[config.mk]
export PLATFORM = sky130hd
export DESIGN_NAME = hshk_io
export DESIGN_NICKNAME = d
export VERILOG_FILES = /design/src/rtl/hshk_pkg.sv /design/src/rtl/hshk_io.sv
export SDC_FILE = /design/constraint.sdc
export NUM_CORES = 1
export LEC_CHECK = 0
export BUFFER_PORTS_ARGS = -buffer_cell sky130_fd_sc_hd__buf_2
export CORE_MARGIN = 2
export CORE_UTILIZATION = 45
export CTS_BUF_LIST = sky130_fd_sc_hd__clkbuf_4 sky130_fd_sc_hd__clkbuf_8
export DETAILED_ROUTE_END_ITERATION = 6
export PLACE_DENSITY = 0.76
export SLEW_MARGIN = 30
export SYNTH_ARGS = -nofsm -noshare
export SYNTH_HDL_FRONTEND = slang
export SYNTH_SLANG_ARGS = --single-unit
[constraint.sdc]
create_clock -name clk_i -period 2.64 [get_ports clk_i]
set_clock_uncertainty 0.1 [all_clocks]
set_input_delay 0.132 -clock clk_i [delete_from_list [all_inputs] [get_ports clk_i]]
set_output_delay 0.132 -clock clk_i [all_outputs]
set_load 0.005 [all_outputs]
[src/rtl/hshk_pkg.sv]
package hshk_pkg;

   // Register offsets on the plain register port (word index)
   localparam logic [3:0] CFG1_OFS = 4'h0;
   localparam logic [3:0] CFG2_OFS = 4'h1;
   localparam logic [3:0] PORT1_OFS = 4'h2;
   localparam logic [3:0] PORT2_OFS = 4'h3;
   localparam logic [3:0] STAT_OFS = 4'h4;
   localparam logic [3:0] IRQCLR_OFS = 4'h5;
   localparam logic [3:0] ROUTE_OFS = 4'h6;

   // Group configuration field positions
   localparam int OUT_BIT = 0;
   localparam int ACKNOWLEDGE_POLARITY_INVERT_BIT = 1;
   localparam int EDGE_BIT = 2;
   localparam int PULSE_BIT = 3;
   localparam int DBLBUF_BIT = 4;
   localparam int REQUEST_POLARITY_INVERT_BIT = 5;
   localparam int LOCAL_GROUP_RESET_BIT = 6;
   localparam int LONG_ACK_PULSE_OPTION_BIT = 7;
   localparam int DLY_LSB = 8;
   localparam int IRQEN_BIT = 11;
   localparam int GROUP_DMA_ENABLE_BIT = 12;

   // Route register field positions
   localparam int IRQSEL1_LSB = 0;
   localparam int IRQSEL2_LSB = 4;
   localparam int DMASEL1_LSB = 8;
   localparam int DMASEL2_LSB = 10;
   localparam int TCEN_LSB = 12;
   localparam int C3EN_BIT = 14;

   // Reset values
   localparam logic [15:0] CFG_RST = 16'h0000;
   localparam logic [15:0] ROUTE_RST = 16'h0000;

   // Zero-delay acknowledge width, ns, and its cycle count at 100 MHz
   localparam int CLK_NS = 10;
   localparam int MIN_ACK_NS = 100;
   localparam logic [7:0] MIN_ACK_CYC = 8'((MIN_ACK_NS + CLK_NS - 1) / CLK_NS);
   // Settling delay step per code count, ns, and cycles
   localparam int DLY_STEP_NS = 100;
   localparam int DLY_STEP_CYC = (DLY_STEP_NS + CLK_NS - 1) / CLK_NS;

   typedef enum logic [1:0]
   {
      MODE_LEVEL = 2'b00,
      MODE_LEAD = 2'b01,
      MODE_TRAIL = 2'b10
   } hs_mode_t;

   // Pins of one handshake group
   typedef struct packed
   {
      logic ack;
      logic [15:0] data;
      logic [15:0] data_oe;
   } grp_pins_t;

endpackage

[src/rtl/hshk_io.sv]
`timescale 1ns/1ns
//////////////////////////////////////////////////////////////////////////////
// Summary of operation
// RULE1: Two groups, each with its own request input and acknowledge output.
// RULE2: Each group picks direction and handshake mode independently.
// RULE3: Modes: level, leading-edge pulse, trailing-edge pulse.
// RULE4: Power-up or local group reset puts the group state machine in idle.
// RULE5: Input group sets data-ready on request; cleared by reading the port.
// RULE6: Output group sets data-ready once write selected; cleared by port write.
// RULE7: Request and acknowledge active high; per-group invert bits flip sense.
// RULE8: Level mode: delay starts at port access, acknowledge asserts when done.
// RULE9: Level mode: wait request low, on next request drop ack, set data-ready.
// RULE10: Leading mode: ack pulse after delay; next request edge sets data-ready.
// RULE11: Leading mode with long pulse: acknowledge starts with the delay.
// RULE12: Trailing mode: ack asserts at access, clears when the delay ends.
// RULE13: Trailing mode zero delay still gives a 100 ns acknowledge pulse.
// RULE14: Trailing mode: next request trailing edge sets data-ready.
// RULE15: Five interrupt sources, each enabled and cleared separately.
// RULE16: Each group routes to one of eleven shared tri-state request lines.
// RULE17: Each group has a DMA enable, its own channel, 16-bit transfers.
// RULE18: DMA request when output ready for data or input ready to read.
// RULE19: DMA channel selection limited to channels five, six, seven.
// RULE20: Settling delay taken from software written configuration bits.
// RULE21: With DMA enabled, DMA request follows data-ready.
// RULE22: With interrupts enabled, group interrupt follows data-ready; here data-ready sets a sticky source held until cleared.
// RULE23: Double-buffered input latches pin data on request active edge.
// RULE24: Double-buffered output copies write buffer to output on request.
// RULE25: Settling delay is a down-counter loaded when the delay starts.
// RULE26: Requests pass a synchroniser before edge detection.
module hshk_io
#(
   parameter int DLY_W = 3
)
(
   // Clock and reset
   input wire logic clk_i,
   input wire logic nrst_i,
   // Register port
   input wire logic [3:0] addr_i,
   input wire logic [15:0] wdata_i,
   input wire logic wr_i,
   input wire logic rd_i,
   output logic [15:0] rdata_o,
   // Handshake group pins
   input wire logic [1:0] request_in_i,
   input wire logic [15:0] group1_data_i,
   input wire logic [15:0] group2_data_i,
   output hshk_pkg::grp_pins_t group1_pins_o,
   output hshk_pkg::grp_pins_t group2_pins_o,
   // DMA terminal count and counter-three edge from the host side
   input wire logic [1:0] dma_tc_i,
   input wire logic cnt3_edge_i,
   // Host request lines
   output logic [10:0] irq_line_o,
   output logic [10:0] irq_line_oe_o,
   output logic [2:0] dma_req_o
);

   // Delay field must fit below the interrupt enable bit and in the 8-bit counter
   if (DLY_W < 1 || DLY_W > 3)
   begin : g_bad_dly
      $error("DLY_W out of range");
   end

   typedef enum logic [1:0]
   {
      ST_IDLE = 2'b00,
      ST_READY = 2'b01,
      ST_DELAY = 2'b10,
      ST_WAIT = 2'b11
   } hs_state_t;

   // Mode decode from edge and pulse bits
   function automatic hshk_pkg::hs_mode_t mode_of(input logic [15:0] c);
      if (!c[hshk_pkg::PULSE_BIT])
         mode_of = hshk_pkg::MODE_LEVEL;
      else if (c[hshk_pkg::EDGE_BIT])
         mode_of = hshk_pkg::MODE_TRAIL;
      else
         mode_of = hshk_pkg::MODE_LEAD;
   endfunction

   // Delay load: code times step, never below the minimum pulse
   function automatic logic [7:0] dly_of(input logic [15:0] c);
      logic [7:0] d;
      d = 8'(c[hshk_pkg::DLY_LSB +: DLY_W] * hshk_pkg::DLY_STEP_CYC);
      dly_of = (d < hshk_pkg::MIN_ACK_CYC) ? hshk_pkg::MIN_ACK_CYC : d;
   endfunction

   //////////////////////////////////////////////////////////////////////////
   logic [15:0] cfg_reg [2];
   logic [15:0] route_reg;
   logic [4:0] isrc_reg;
   logic [2:0] sync_reg [2];
   hs_state_t st_reg [2];
   logic [7:0] cnt_reg [2];
   logic [1:0] data_ready_flag_reg;
   logic [1:0] ack_reg;
   logic [15:0] wbuf_reg [2];
   logic [15:0] obuf_reg [2];
   logic [15:0] ibuf_reg [2];
   logic [1:0] req_lvl;
   logic [1:0] req_prev_reg;
   logic [1:0] req_rise;
   logic [1:0] req_fall;
   logic [1:0] grp_rd;
   logic [1:0] grp_wr;
   logic [15:0] pin_in [2];
   logic [10:0] irq_next;
   logic [2:0] dma_next;
   logic [4:0] isrc_ev;
   logic [7:0] ack_run_reg;

   assign pin_in[0] = group1_data_i;
   assign pin_in[1] = group2_data_i;

   // Configuration and route registers
   always_ff @(posedge clk_i or negedge nrst_i)
   begin
      if (!nrst_i)
      begin
         cfg_reg[0] <= hshk_pkg::CFG_RST;
         cfg_reg[1] <= hshk_pkg::CFG_RST;
         route_reg <= hshk_pkg::ROUTE_RST;
      end
      else if (wr_i)
      begin
         if (addr_i == hshk_pkg::CFG1_OFS)
            cfg_reg[0] <= wdata_i; // RULE2 RULE20
         if (addr_i == hshk_pkg::CFG2_OFS)
            cfg_reg[1] <= wdata_i; // RULE2 RULE20
         if (addr_i == hshk_pkg::ROUTE_OFS)
            route_reg <= wdata_i;
      end
   end

   // Per-group port accesses
   assign grp_rd[0] = rd_i && addr_i == hshk_pkg::PORT1_OFS;
   assign grp_rd[1] = rd_i && addr_i == hshk_pkg::PORT2_OFS;
   assign grp_wr[0] = wr_i && addr_i == hshk_pkg::PORT1_OFS;
   assign grp_wr[1] = wr_i && addr_i == hshk_pkg::PORT2_OFS;

   //////////////////////////////////////////////////////////////////////////
   // Two identical handshake groups
   for (genvar g = 0; g < 2; g++)
   begin : grp
      logic out_dir;
      logic access;
      hshk_pkg::hs_mode_t md;
      assign out_dir = cfg_reg[g][hshk_pkg::OUT_BIT];
      assign md = mode_of(cfg_reg[g]); // RULE3
      // Reading an output port has no handshake meaning
      assign access = out_dir ? grp_wr[g] : grp_rd[g];

      // Three-stage synchroniser; last two stages agree before a change counts
      always_ff @(posedge clk_i or negedge nrst_i)
      begin
         if (!nrst_i)
         begin
            sync_reg[g] <= 3'h0;
            req_prev_reg[g] <= 1'b0;
         end
         else
         begin
            sync_reg[g] <= {sync_reg[g][1:0], request_in_i[g]}; // RULE26
            if (sync_reg[g][1] == sync_reg[g][2])
               req_prev_reg[g] <= req_lvl[g];
         end
      end
      // Polarity applied after the synchroniser
      assign req_lvl[g] = (sync_reg[g][1] == sync_reg[g][2])
         ? (sync_reg[g][2] ^ cfg_reg[g][hshk_pkg::REQUEST_POLARITY_INVERT_BIT]) : req_prev_reg[g]; // RULE7
      assign req_rise[g] = req_lvl[g] && !req_prev_reg[g]; // RULE26
      assign req_fall[g] = !req_lvl[g] && req_prev_reg[g];

      // Handshake state machine, delay counter, data-ready and acknowledge
      always_ff @(posedge clk_i or negedge nrst_i)
      begin
         if (!nrst_i)
         begin
            st_reg[g] <= ST_IDLE; // RULE4
            cnt_reg[g] <= 8'h00;
            data_ready_flag_reg[g] <= 1'b0;
            ack_reg[g] <= 1'b0;
         end
         else if (cfg_reg[g][hshk_pkg::LOCAL_GROUP_RESET_BIT])
         begin
            st_reg[g] <= ST_IDLE; // RULE4
            cnt_reg[g] <= 8'h00;
            data_ready_flag_reg[g] <= 1'b0;
            ack_reg[g] <= 1'b0;
         end
         else
         begin
            case (st_reg[g])
               ST_IDLE:
               begin
                  // Write group is ready at once; read group waits for request
                  if (out_dir)
                  begin
                     data_ready_flag_reg[g] <= 1'b1; // RULE6
                     st_reg[g] <= ST_READY;
                  end
                  else if ((md == hshk_pkg::MODE_TRAIL) ? req_fall[g] : req_rise[g])
                  begin
                     data_ready_flag_reg[g] <= 1'b1; // RULE5
                     st_reg[g] <= ST_READY;
                  end
               end
               ST_READY:
               begin
                  if (access)
                  begin
                     data_ready_flag_reg[g] <= 1'b0; // RULE5 RULE6
                     cnt_reg[g] <= (md == hshk_pkg::MODE_TRAIL) ? dly_of(cfg_reg[g])
                        : 8'(cfg_reg[g][hshk_pkg::DLY_LSB +: DLY_W] * hshk_pkg::DLY_STEP_CYC); // RULE25
                     // Trailing mode, or leading with long pulse, raise ack now
                     ack_reg[g] <= md == hshk_pkg::MODE_TRAIL
                        || (md == hshk_pkg::MODE_LEAD && cfg_reg[g][hshk_pkg::LONG_ACK_PULSE_OPTION_BIT]); // RULE11 RULE12
                     st_reg[g] <= ST_DELAY; // RULE8
                  end
                  else if (!out_dir && md == hshk_pkg::MODE_LEVEL)
                     data_ready_flag_reg[g] <= 1'b1;
               end
               ST_DELAY:
               begin
                  if (cnt_reg[g] > 8'h01)
                     cnt_reg[g] <= cnt_reg[g] - 8'h01; // RULE25
                  else
                  begin
                     cnt_reg[g] <= 8'h00;
                     // Trailing ends the pulse; level and leading raise it
                     ack_reg[g] <= md != hshk_pkg::MODE_TRAIL; // RULE8 RULE10 RULE12 RULE13
                     st_reg[g] <= ST_WAIT;
                  end
               end
               ST_WAIT:
               begin
                  // Leading-mode ack drops one step after the delay has passed
                  if (md == hshk_pkg::MODE_LEAD)
                     ack_reg[g] <= 1'b0; // RULE10
                  if (md == hshk_pkg::MODE_LEVEL)
                  begin
                     // First rise after request has gone low starts the next cycle
                     if (!req_lvl[g])
                        cnt_reg[g] <= 8'h01;
                     if (req_rise[g] && cnt_reg[g] == 8'h01)
                     begin
                        ack_reg[g] <= 1'b0; // RULE9
                        data_ready_flag_reg[g] <= 1'b1; // RULE9
                        st_reg[g] <= ST_READY;
                     end
                  end
                  else if ((md == hshk_pkg::MODE_TRAIL) ? req_fall[g] : req_rise[g])
                  begin
                     data_ready_flag_reg[g] <= 1'b1; // RULE10 RULE14
                     st_reg[g] <= ST_READY;
                  end
               end
               default:
                  st_reg[g] <= ST_IDLE;
            endcase
         end
      end

      // Port buffers: single-buffered follows access, double-buffered follows request
      always_ff @(posedge clk_i or negedge nrst_i)
      begin
         if (!nrst_i)
         begin
            wbuf_reg[g] <= 16'h0000;
            obuf_reg[g] <= 16'h0000;
            ibuf_reg[g] <= 16'h0000;
         end
         else
         begin
            if (grp_wr[g])
               wbuf_reg[g] <= wdata_i;
            if (!cfg_reg[g][hshk_pkg::DBLBUF_BIT] && grp_wr[g])
               obuf_reg[g] <= wdata_i;
            else if (cfg_reg[g][hshk_pkg::DBLBUF_BIT]
                     && ((md == hshk_pkg::MODE_TRAIL) ? req_fall[g] : req_rise[g]))
               obuf_reg[g] <= wbuf_reg[g]; // RULE24
            if (cfg_reg[g][hshk_pkg::DBLBUF_BIT]
                && ((md == hshk_pkg::MODE_TRAIL) ? req_fall[g] : req_rise[g]))
               ibuf_reg[g] <= pin_in[g]; // RULE23
         end
      end
   end

   //////////////////////////////////////////////////////////////////////////
   // Output pins, registered; data drivers enabled only for output groups
   always_ff @(posedge clk_i or negedge nrst_i)
   begin
      if (!nrst_i)
      begin
         group1_pins_o <= '0;
         group2_pins_o <= '0;
      end
      else
      begin
         group1_pins_o.ack <= ack_reg[0] ^ cfg_reg[0][hshk_pkg::ACKNOWLEDGE_POLARITY_INVERT_BIT]; // RULE1 RULE7
         group2_pins_o.ack <= ack_reg[1] ^ cfg_reg[1][hshk_pkg::ACKNOWLEDGE_POLARITY_INVERT_BIT]; // RULE1 RULE7
         group1_pins_o.data <= obuf_reg[0]; // RULE24
         group2_pins_o.data <= obuf_reg[1];
         group1_pins_o.data_oe <= {16{cfg_reg[0][hshk_pkg::OUT_BIT]}};
         group2_pins_o.data_oe <= {16{cfg_reg[1][hshk_pkg::OUT_BIT]}};
      end
   end

   // Interrupt events: group data-ready, DMA terminal counts, counter-three edge
   assign isrc_ev = {cnt3_edge_i && route_reg[hshk_pkg::C3EN_BIT],
      dma_tc_i & route_reg[hshk_pkg::TCEN_LSB +: 2],
      data_ready_flag_reg & {cfg_reg[1][hshk_pkg::IRQEN_BIT], cfg_reg[0][hshk_pkg::IRQEN_BIT]}}; // RULE15 RULE22

   // Sticky interrupt sources; a new event wins over the clear
   always_ff @(posedge clk_i or negedge nrst_i)
   begin
      if (!nrst_i)
         isrc_reg <= 5'h00;
      else
      begin
         for (int i = 0; i < 5; i++)
         begin
            if (isrc_ev[i])
               isrc_reg[i] <= 1'b1; // RULE15 RULE22
            else if (wr_i && addr_i == hshk_pkg::IRQCLR_OFS && wdata_i[i])
               isrc_reg[i] <= 1'b0; // RULE15
         end
      end
   end

   // Route group requests to selected host lines and channels
   always_comb
   begin
      irq_next = 11'h000;
      dma_next = 3'h0;
      for (int g = 0; g < 2; g++)
      begin
         logic [3:0] sel;
         logic [1:0] ch;
         logic gi;
         sel = route_reg[(g == 0 ? hshk_pkg::IRQSEL1_LSB : hshk_pkg::IRQSEL2_LSB) +: 4];
         ch = route_reg[(g == 0 ? hshk_pkg::DMASEL1_LSB : hshk_pkg::DMASEL2_LSB) +: 2];
         gi = isrc_reg[g] || isrc_reg[g+2] || (g == 0 && isrc_reg[4]);
         // Codes above ten select no line
         if (gi && sel < 4'hB)
            irq_next[sel] = 1'b1; // RULE16
         // Channel codes 1..3 map to channels five to seven, 0 is off
         if (data_ready_flag_reg[g] && cfg_reg[g][hshk_pkg::GROUP_DMA_ENABLE_BIT] && ch != 2'h0)
            dma_next[ch - 2'h1] = 1'b1; // RULE17 RULE18 RULE19 RULE21
      end
   end

   // Host request outputs: shared lines driven only while asserted
   always_ff @(posedge clk_i or negedge nrst_i)
   begin
      if (!nrst_i)
      begin
         irq_line_o <= 11'h000;
         irq_line_oe_o <= 11'h000;
         dma_req_o <= 3'h0;
      end
      else
      begin
         irq_line_o <= irq_next;
         irq_line_oe_o <= irq_next; // RULE16
         dma_req_o <= dma_next;
      end
   end

   // Read data one cycle after the strobe; unmapped reads give zero
   always_ff @(posedge clk_i or negedge nrst_i)
   begin
      if (!nrst_i)
         rdata_o <= 16'h0000;
      else if (rd_i)
      begin
         case (addr_i)
            hshk_pkg::CFG1_OFS: rdata_o <= cfg_reg[0];
            hshk_pkg::CFG2_OFS: rdata_o <= cfg_reg[1];
            hshk_pkg::ROUTE_OFS: rdata_o <= route_reg;
            hshk_pkg::PORT1_OFS: rdata_o <= cfg_reg[0][hshk_pkg::OUT_BIT] ? obuf_reg[0]
               : (cfg_reg[0][hshk_pkg::DBLBUF_BIT] ? ibuf_reg[0] : pin_in[0]);
            hshk_pkg::PORT2_OFS: rdata_o <= cfg_reg[1][hshk_pkg::OUT_BIT] ? obuf_reg[1]
               : (cfg_reg[1][hshk_pkg::DBLBUF_BIT] ? ibuf_reg[1] : pin_in[1]);
            hshk_pkg::STAT_OFS: rdata_o <= {5'h00, isrc_reg, req_lvl, ack_reg, data_ready_flag_reg};
            default: rdata_o <= 16'h0000;
         endcase
      end
      else
         rdata_o <= 16'h0000;
   end

   //////////////////////////////////////////////////////////////////////////
   // Length of the running group two acknowledge; a counter instead of a long repetition
   always_ff @(posedge clk_i or negedge nrst_i)
   begin
      if (!nrst_i)
         ack_run_reg <= 8'h00;
      else if (!ack_reg[1])
         ack_run_reg <= 8'h00;
      else if (ack_run_reg != 8'hFF)
         ack_run_reg <= ack_run_reg + 8'h01;
   end

   a_local_group_reset_idle: assert property (@(posedge clk_i) disable iff (!nrst_i)
      cfg_reg[0][hshk_pkg::LOCAL_GROUP_RESET_BIT] |=> st_reg[0] == ST_IDLE && !data_ready_flag_reg[0]) // RULE4
      else $error("local reset did not idle group");
   a_out_data_ready_flag: assert property (@(posedge clk_i) disable iff (!nrst_i)
      st_reg[1] == ST_IDLE && cfg_reg[1][0] && !cfg_reg[1][6] |=> data_ready_flag_reg[1]) // RULE6
      else $error("write group not ready");
   a_access_clears: assert property (@(posedge clk_i) disable iff (!nrst_i)
      st_reg[0] == ST_READY && grp[0].access && !cfg_reg[0][6] |=> !data_ready_flag_reg[0]) // RULE5 RULE6
      else $error("port access left data-ready set");
   a_trail_ack: assert property (@(posedge clk_i) disable iff (!nrst_i)
      mode_of(cfg_reg[1]) == hshk_pkg::MODE_TRAIL && !ack_reg[1] && ack_run_reg != 8'h00
      |-> ack_run_reg >= hshk_pkg::MIN_ACK_CYC) // RULE13
      else $error("trailing ack shorter than 100 ns");
   a_dma_follow: assert property (@(posedge clk_i) disable iff (!nrst_i)
      data_ready_flag_reg[0] && cfg_reg[0][12] && route_reg[9:8] == 2'h1 |=> dma_req_o[0]) // RULE21
      else $error("dma request missing");
   a_ack_pin: assert property (@(posedge clk_i) disable iff (!nrst_i)
      1'b1 |=> group1_pins_o.ack == ($past(ack_reg[0]) ^ $past(cfg_reg[0][1]))) // RULE7
      else $error("ack polarity wrong");
   a_irq_oe: assert property (@(posedge clk_i) disable iff (!nrst_i)
      irq_line_o == irq_line_oe_o) // RULE16
      else $error("irq line driven while inactive");
   a_irq_sticky: assert property (@(posedge clk_i) disable iff (!nrst_i)
      data_ready_flag_reg[0] && cfg_reg[0][11] |=> isrc_reg[0]) // RULE22
      else $error("interrupt source lost");

endmodule

* Word-level counts from Yosys, hierarchy flattened
Cells that the tools add are included.
** Word-level totals
- Input bits :: 61
- Output and inout bits :: 107
- Bits in registers :: 247
- Logic and storage cells :: 278
** Operators by class
- Reductions and logical operators :: 77
- Mux-type cells :: 104
- $add $sub $neg :: 4
- Eq/ne operators :: 34
- Multiply operators :: 2
- Bitwise logic cells :: 8
- Order comparisons :: 14
** Operator list (number)
- $mux 16 :: 9
- $pmux 16 s6 :: 1
- $mux 8 :: 10
- $pmux 8 s3 :: 2
- $mux 1 :: 46
- $mux 2 :: 18
- $logic_and 1x1->1 :: 35
- $mux 7 :: 4
- $ne 3x3->1 const B :: 8
- $mux 11 :: 2
- $reduce_and 3->1 :: 6
- $reduce_bool 2->1 :: 9
- $eq 8x1->1 const B :: 2
- $gt 8x1->1 const B :: 2
- $ne 4x4->1 const B :: 4
- $pmux 2 s4 :: 2
- $reduce_bool 4->1 :: 4
- $sub 8x1->8 const B :: 2
- $lt 7x4->1 const B :: 2
- $eq 2x2->1 const B :: 6
- $eq 4x3->1 const B :: 3
- $mul 3x3->6 const B :: 2
- $pmux 1 s3 :: 4
- $or 11x11->11 :: 1
- other kinds (23) :: 59

* Longest topological paths before layout
- Depth after elaboration :: 9
- Depth in mapped cells :: 8
- Gate-level depth less buffers :: 8

* Least setup slack after synthesis
Ideal clock, no wire load.
- Path kind :: reg2reg
- Start point :: reg st_reg[0] (netlist bit)
- End point :: reg cnt_reg[0] (netlist bit)
- Buffers on the path :: 2
- Cell stages (with the launch flop) :: 8
- Data arrival time :: 2.090 ns
- Data required time :: 2.415 ns
- Path slack :: 0.325 ns
- Clock period less this slack :: 2.315 ns
- Library setup time :: 0.125 ns
- Path through :: dfrtp_1 > ha_1 > clkbuf_1 > or3_1 > a21oi_1 > or2_1 > buf_2 > mux2_2
** On the way
- Cells in the longest elaborated chain, start to end :: 3
- Elaborated cells on any way between the ends :: 10
- Those cells by class :: eq/ne: 6; mux: 2; reduce/logical: 2
** RTL lines
- start: declaration :: line hshk_io.sv:95 : hs_state_t st_reg [2];
- start signal: indexed assignment :: line hshk_io.sv:181 : st_reg[g] <= ST_IDLE;
- start signal: indexed assignment :: line hshk_io.sv:188 : st_reg[g] <= ST_IDLE;
- start signal: indexed assignment :: line hshk_io.sv:202 : st_reg[g] <= ST_READY;
- $eq 2x2->1 or $eq 2x1->1 (tied branches) :: line hshk_io.sv:195 : case (st_reg[g])
- $ne 3x3->1 (no line), or another cell as far along
- $reduce_and 4->1 (no line) or $mux 8 (tied branches)
- end signal: indexed assignment :: line hshk_io.sv:215 : cnt_reg[g] <= (md == hshk_pkg::MODE_TRAIL) ? dly_of(cfg_reg[g])
- end signal: indexed assignment :: line hshk_io.sv:228 : cnt_reg[g] <= cnt_reg[g] - 8'h01;
- end: declaration :: line hshk_io.sv:96 : logic [7:0] cnt_reg [2];
Several ways; a longest one is shown, not always the timed one.
A chain may end at the register's enable or synchronous reset.

* Worst setup path in the final report
- Start point :: reg sync_reg[1] (netlist bit)
- End point :: reg cnt_reg[6] (netlist bit)
** On the way
- Cells in the longest elaborated chain, start to end :: 4
** RTL lines
- start: declaration :: line hshk_io.sv:94 : logic [2:0] sync_reg [2];
- start signal: indexed assignment :: line hshk_io.sv:165 : sync_reg[g] <= {sync_reg[g][1:0], request_in_i[g]};
- $eq 1x1->1 :: line hshk_io.sv:171 : assign req_lvl[g] = (sync_reg[g][1] == sync_reg[g][2])
- $mux 1 :: line hshk_io.sv:172 : ? (sync_reg[g][2] ^ cfg_reg[g][hshk_pkg::REQUEST_POLARITY_INVERT_BIT]) : req_prev_reg[g];
- $ne 3x3->1 (no line)
- $reduce_and 4->1 (no line)
Every way passes these cells.

==> results.cfg <==
[routing]
wl_um = 32300
via_count = 9336
drcViolationCount = 0
antenna_left = 0
viasPerCell = 5.70
wire_per_inst_um = 19.7
dr.pass1.iters = 6
drtIter0Drc = 730

[sta]
slew_headroom = 0.483
fmax_mhz = 411
layout_min_cycle_time_ns = 2.43
setup-tns-final_ns = 0
worst_slew_pin_slew_ns = 0.774
maxSlewViolCount = 0
hold_viol_final = 0
rsz0062_at_grt = false
fin_crit_sh = 0.922
finalSetupViolations = 0

[floorplanning]
start_util = 0.455
fp.coreArea_mm2 = 0.0259
die_h_um = 166
die_w_um = 166
ioPinCount = 168
die_area_mm2 = 0.0275
num_rows = 59

[placement]
io_buffer_count = 167
dp_hpwl_um = 22300
finalWeightedCongestion = 0.915

[cts]
postCtsSetupRepairBufs = 0
numClockSinks = 247
clkSlewWorstSetupHoldPaths_ns = 0.06
cts-buffers-inserted = 41
worstSkewPairLatency_ns = 0.56
post_cts_resized = 0
cts_tree = built
root_buffer = clkbuf_8
cts_htree_levels = 2
cts_buffer_depth = 3

[global_route]
antenna_found_initial = 1
grt_max_degree = 92
grt_pass1_wl_um = 51000
grt.total_usage = 0.233
overflow = 0
grt_pass1_vias = 9206

[synth]
synth_nets = 1144
synth_top_family_by_area = compound AO/OA/AOI/OAI gates
synth_compound_area_frac = 0.160
ys_ff_latch = 247
ys_warn_count = 0
synth_edf_count = 0
synth_simple_gate_area_share = 0.108
postSynth.asyncResetShare = 1.00
avgSynthCellArea_um2 = 11.1
muxShareOfSynthArea = 0.136
yosysUniqueCellTypes = 73
synth-xor-area-share = 0.00223
synthCells = 1066
synthFlopType = dfrtp_1
ys_seq_area_frac = 0.524
netlist_area_mm2 = 0.0118
synthAdderAreaFrac = 0.0180

[layout]
syn_to_final_growth_pct = 21.6
fin_util = 0.553
final_cell_mix = 247 x dfrtp_1, 166 x buf_2, 133 x nand2_1, 100 x mux2_2, 59 x dlygate4sd3_1
layout-drive-gt1-share = 0.302
n_antenna_cell = 0
layout_commonest_cell = dfrtp_1
fin_nets = 1353

[power_and_ir_drop]
combPwrFrac = 0.286
p_clk_frac = 0.270
ir_drop_uv = 511
power_frac_seq = 0.444
p_sw_w = 0.00463
switching_share = 0.339
internal_power_w = 0.00904
power.leakage_nw = 6.90
power_density_mw_per_mm2 = 954

[critical_path]
critPathLaunchType = flip-flop
worstPathArrival_ns = 2.77
critPathSlowestCell = a31oi_1
path_class = flip-flop to flip-flop
crit_fanout = 8
max_stage_delay_ns = 0.54
rr_worst_depth = 5
end_kind = flip-flop
required_ns = 2.98
worstPathCellList = nor2_1, or3_1, a31oi_1, or2_1, mux2_2

[run_status]
status = finished, final reports clean

[worst_hold_path]
hp-class = input pin to flip-flop
hold_depth = 3

[flow_run]
maxCapViolCount = 0
## cell families (layout without fill, tap and decap cells)
group	count (synthesis)	count (layout)
simple gates	272	272
xor+xnor	3	3
mux	148	148
buf+inv	117	355
fa+ha+maj	17	17
flops	247	247
compound gates	262	262
## worst paths after layout
path / startpoint / to / slack (ns)
max: sync_reg[1] / cnt_reg[6] / 0.21
min: addr_i[2] / rdata_o[4] / 0.06
max reg2reg: sync_reg[1] / cnt_reg[6] / 0.21
min reg2reg: sync_reg[3] / sync_reg[4] / 0.27
max in group asynchronous: nrst_i / group1_pins_o[0] / 0.81
min in group asynchronous: nrst_i / cnt_reg[11] / 0.50
## final cells by class
class / count / area [um^2]
clock inverter: 10 / 105
clock buffer: 62 / 797
timing repair buffer: 263 / 1740
multi-input combinational: 702 / 5020
tap: 335 / 419
inverter: 20 / 75.1
fill: 2141 / 11600
sequential: 247 / 6180
## synth_stat cells (all sizes together), types with 3 or more instances
cell type  instances  share of area
nor4               5         0.0027
nand3b             5         0.0032
a21oi             30          0.013
and3b              3         0.0022
nand2b             8         0.0042
a21o              33          0.021
and3               4         0.0021
a221oi             6         0.0050
clkbuf            43          0.014
nor3b              4         0.0025
dfrtp            247           0.52
nor2              41          0.013
nor2b              5         0.0027
buf               54          0.032
or3                6         0.0032
o32ai              6         0.0045
nand2            133          0.042
and2               3         0.0016
o21ai             53          0.022
mux2             100          0.095
mux2i             48          0.041
a22oi             10         0.0064
o211ai             4         0.0037
xor2               3         0.0022
a31oi             12         0.0064
a211oi             4         0.0025
a22o              46          0.034
o31ai             12         0.0076
ha                17          0.018
inv               19         0.0060
nand3             17         0.0072
o22ai             20          0.011
nor3              17         0.0072
or2                7         0.0037
o21a               4         0.0025
or3b               3         0.0022
## worst max-delay path: cells and delay by family, from the launching register on
family             cells  cell delay [ns]
muxes                  1             0.37
AOI/OAI and AO/OA      1             0.54
and+or+nand+nor        3             0.85
DFF                    1             0.45
## per-layer routing
metal,share of wire,vias up,wire [um],GRT usage
met1,0.41,4608,13400,0.307
met2,0.48,372,15500,0.384
met4,0.037,2,1210,0.0904
li1,-,4256,-,-
met5,0.00040,-,13,0
met3,0.070,98,2250,0.0436
## repair_timing
action,CTS,global route
endpoints found under the setup margin,0,0
hold buffers,59,0
hold endpoints to repair,393,0
## power by group through the flow
stage	Sequential (W)	Combinational [W]	Clock [W]
after floorplan	0.00575	0.00270	0
after global placement	0.00603	0.00371	0
after detailed placement	0.00608	0.00383	0
after CTS	0.00603	0.00392	0.00375
after global routing	0.00621	0.00430	0.00395
final	0.00606	0.00391	0.00370
## per-stage QoR
stage | instance area [um^2] | total power [W] | cells | hold WS [ns] | setup WS, ns
floorplan | 11800 | 0.00845 | 1066 | -0.264 | 0.325
global placement | 12800 | 0.00974 | 1508 | -0.0427 | 0.313
detailed placement | 12800 | 0.00990 | 1508 | -0.0377 | 0.220
CTS | 14300 | 0.0137 | 1639 | 0.0297 | 0.252
global route | 14300 | 0.0145 | 1639 | 0.0725 | 0.114
finish | 14300 | 0.0137 | 1639 | 0.0577 | 0.207
(Power assumes the default switching activity.)
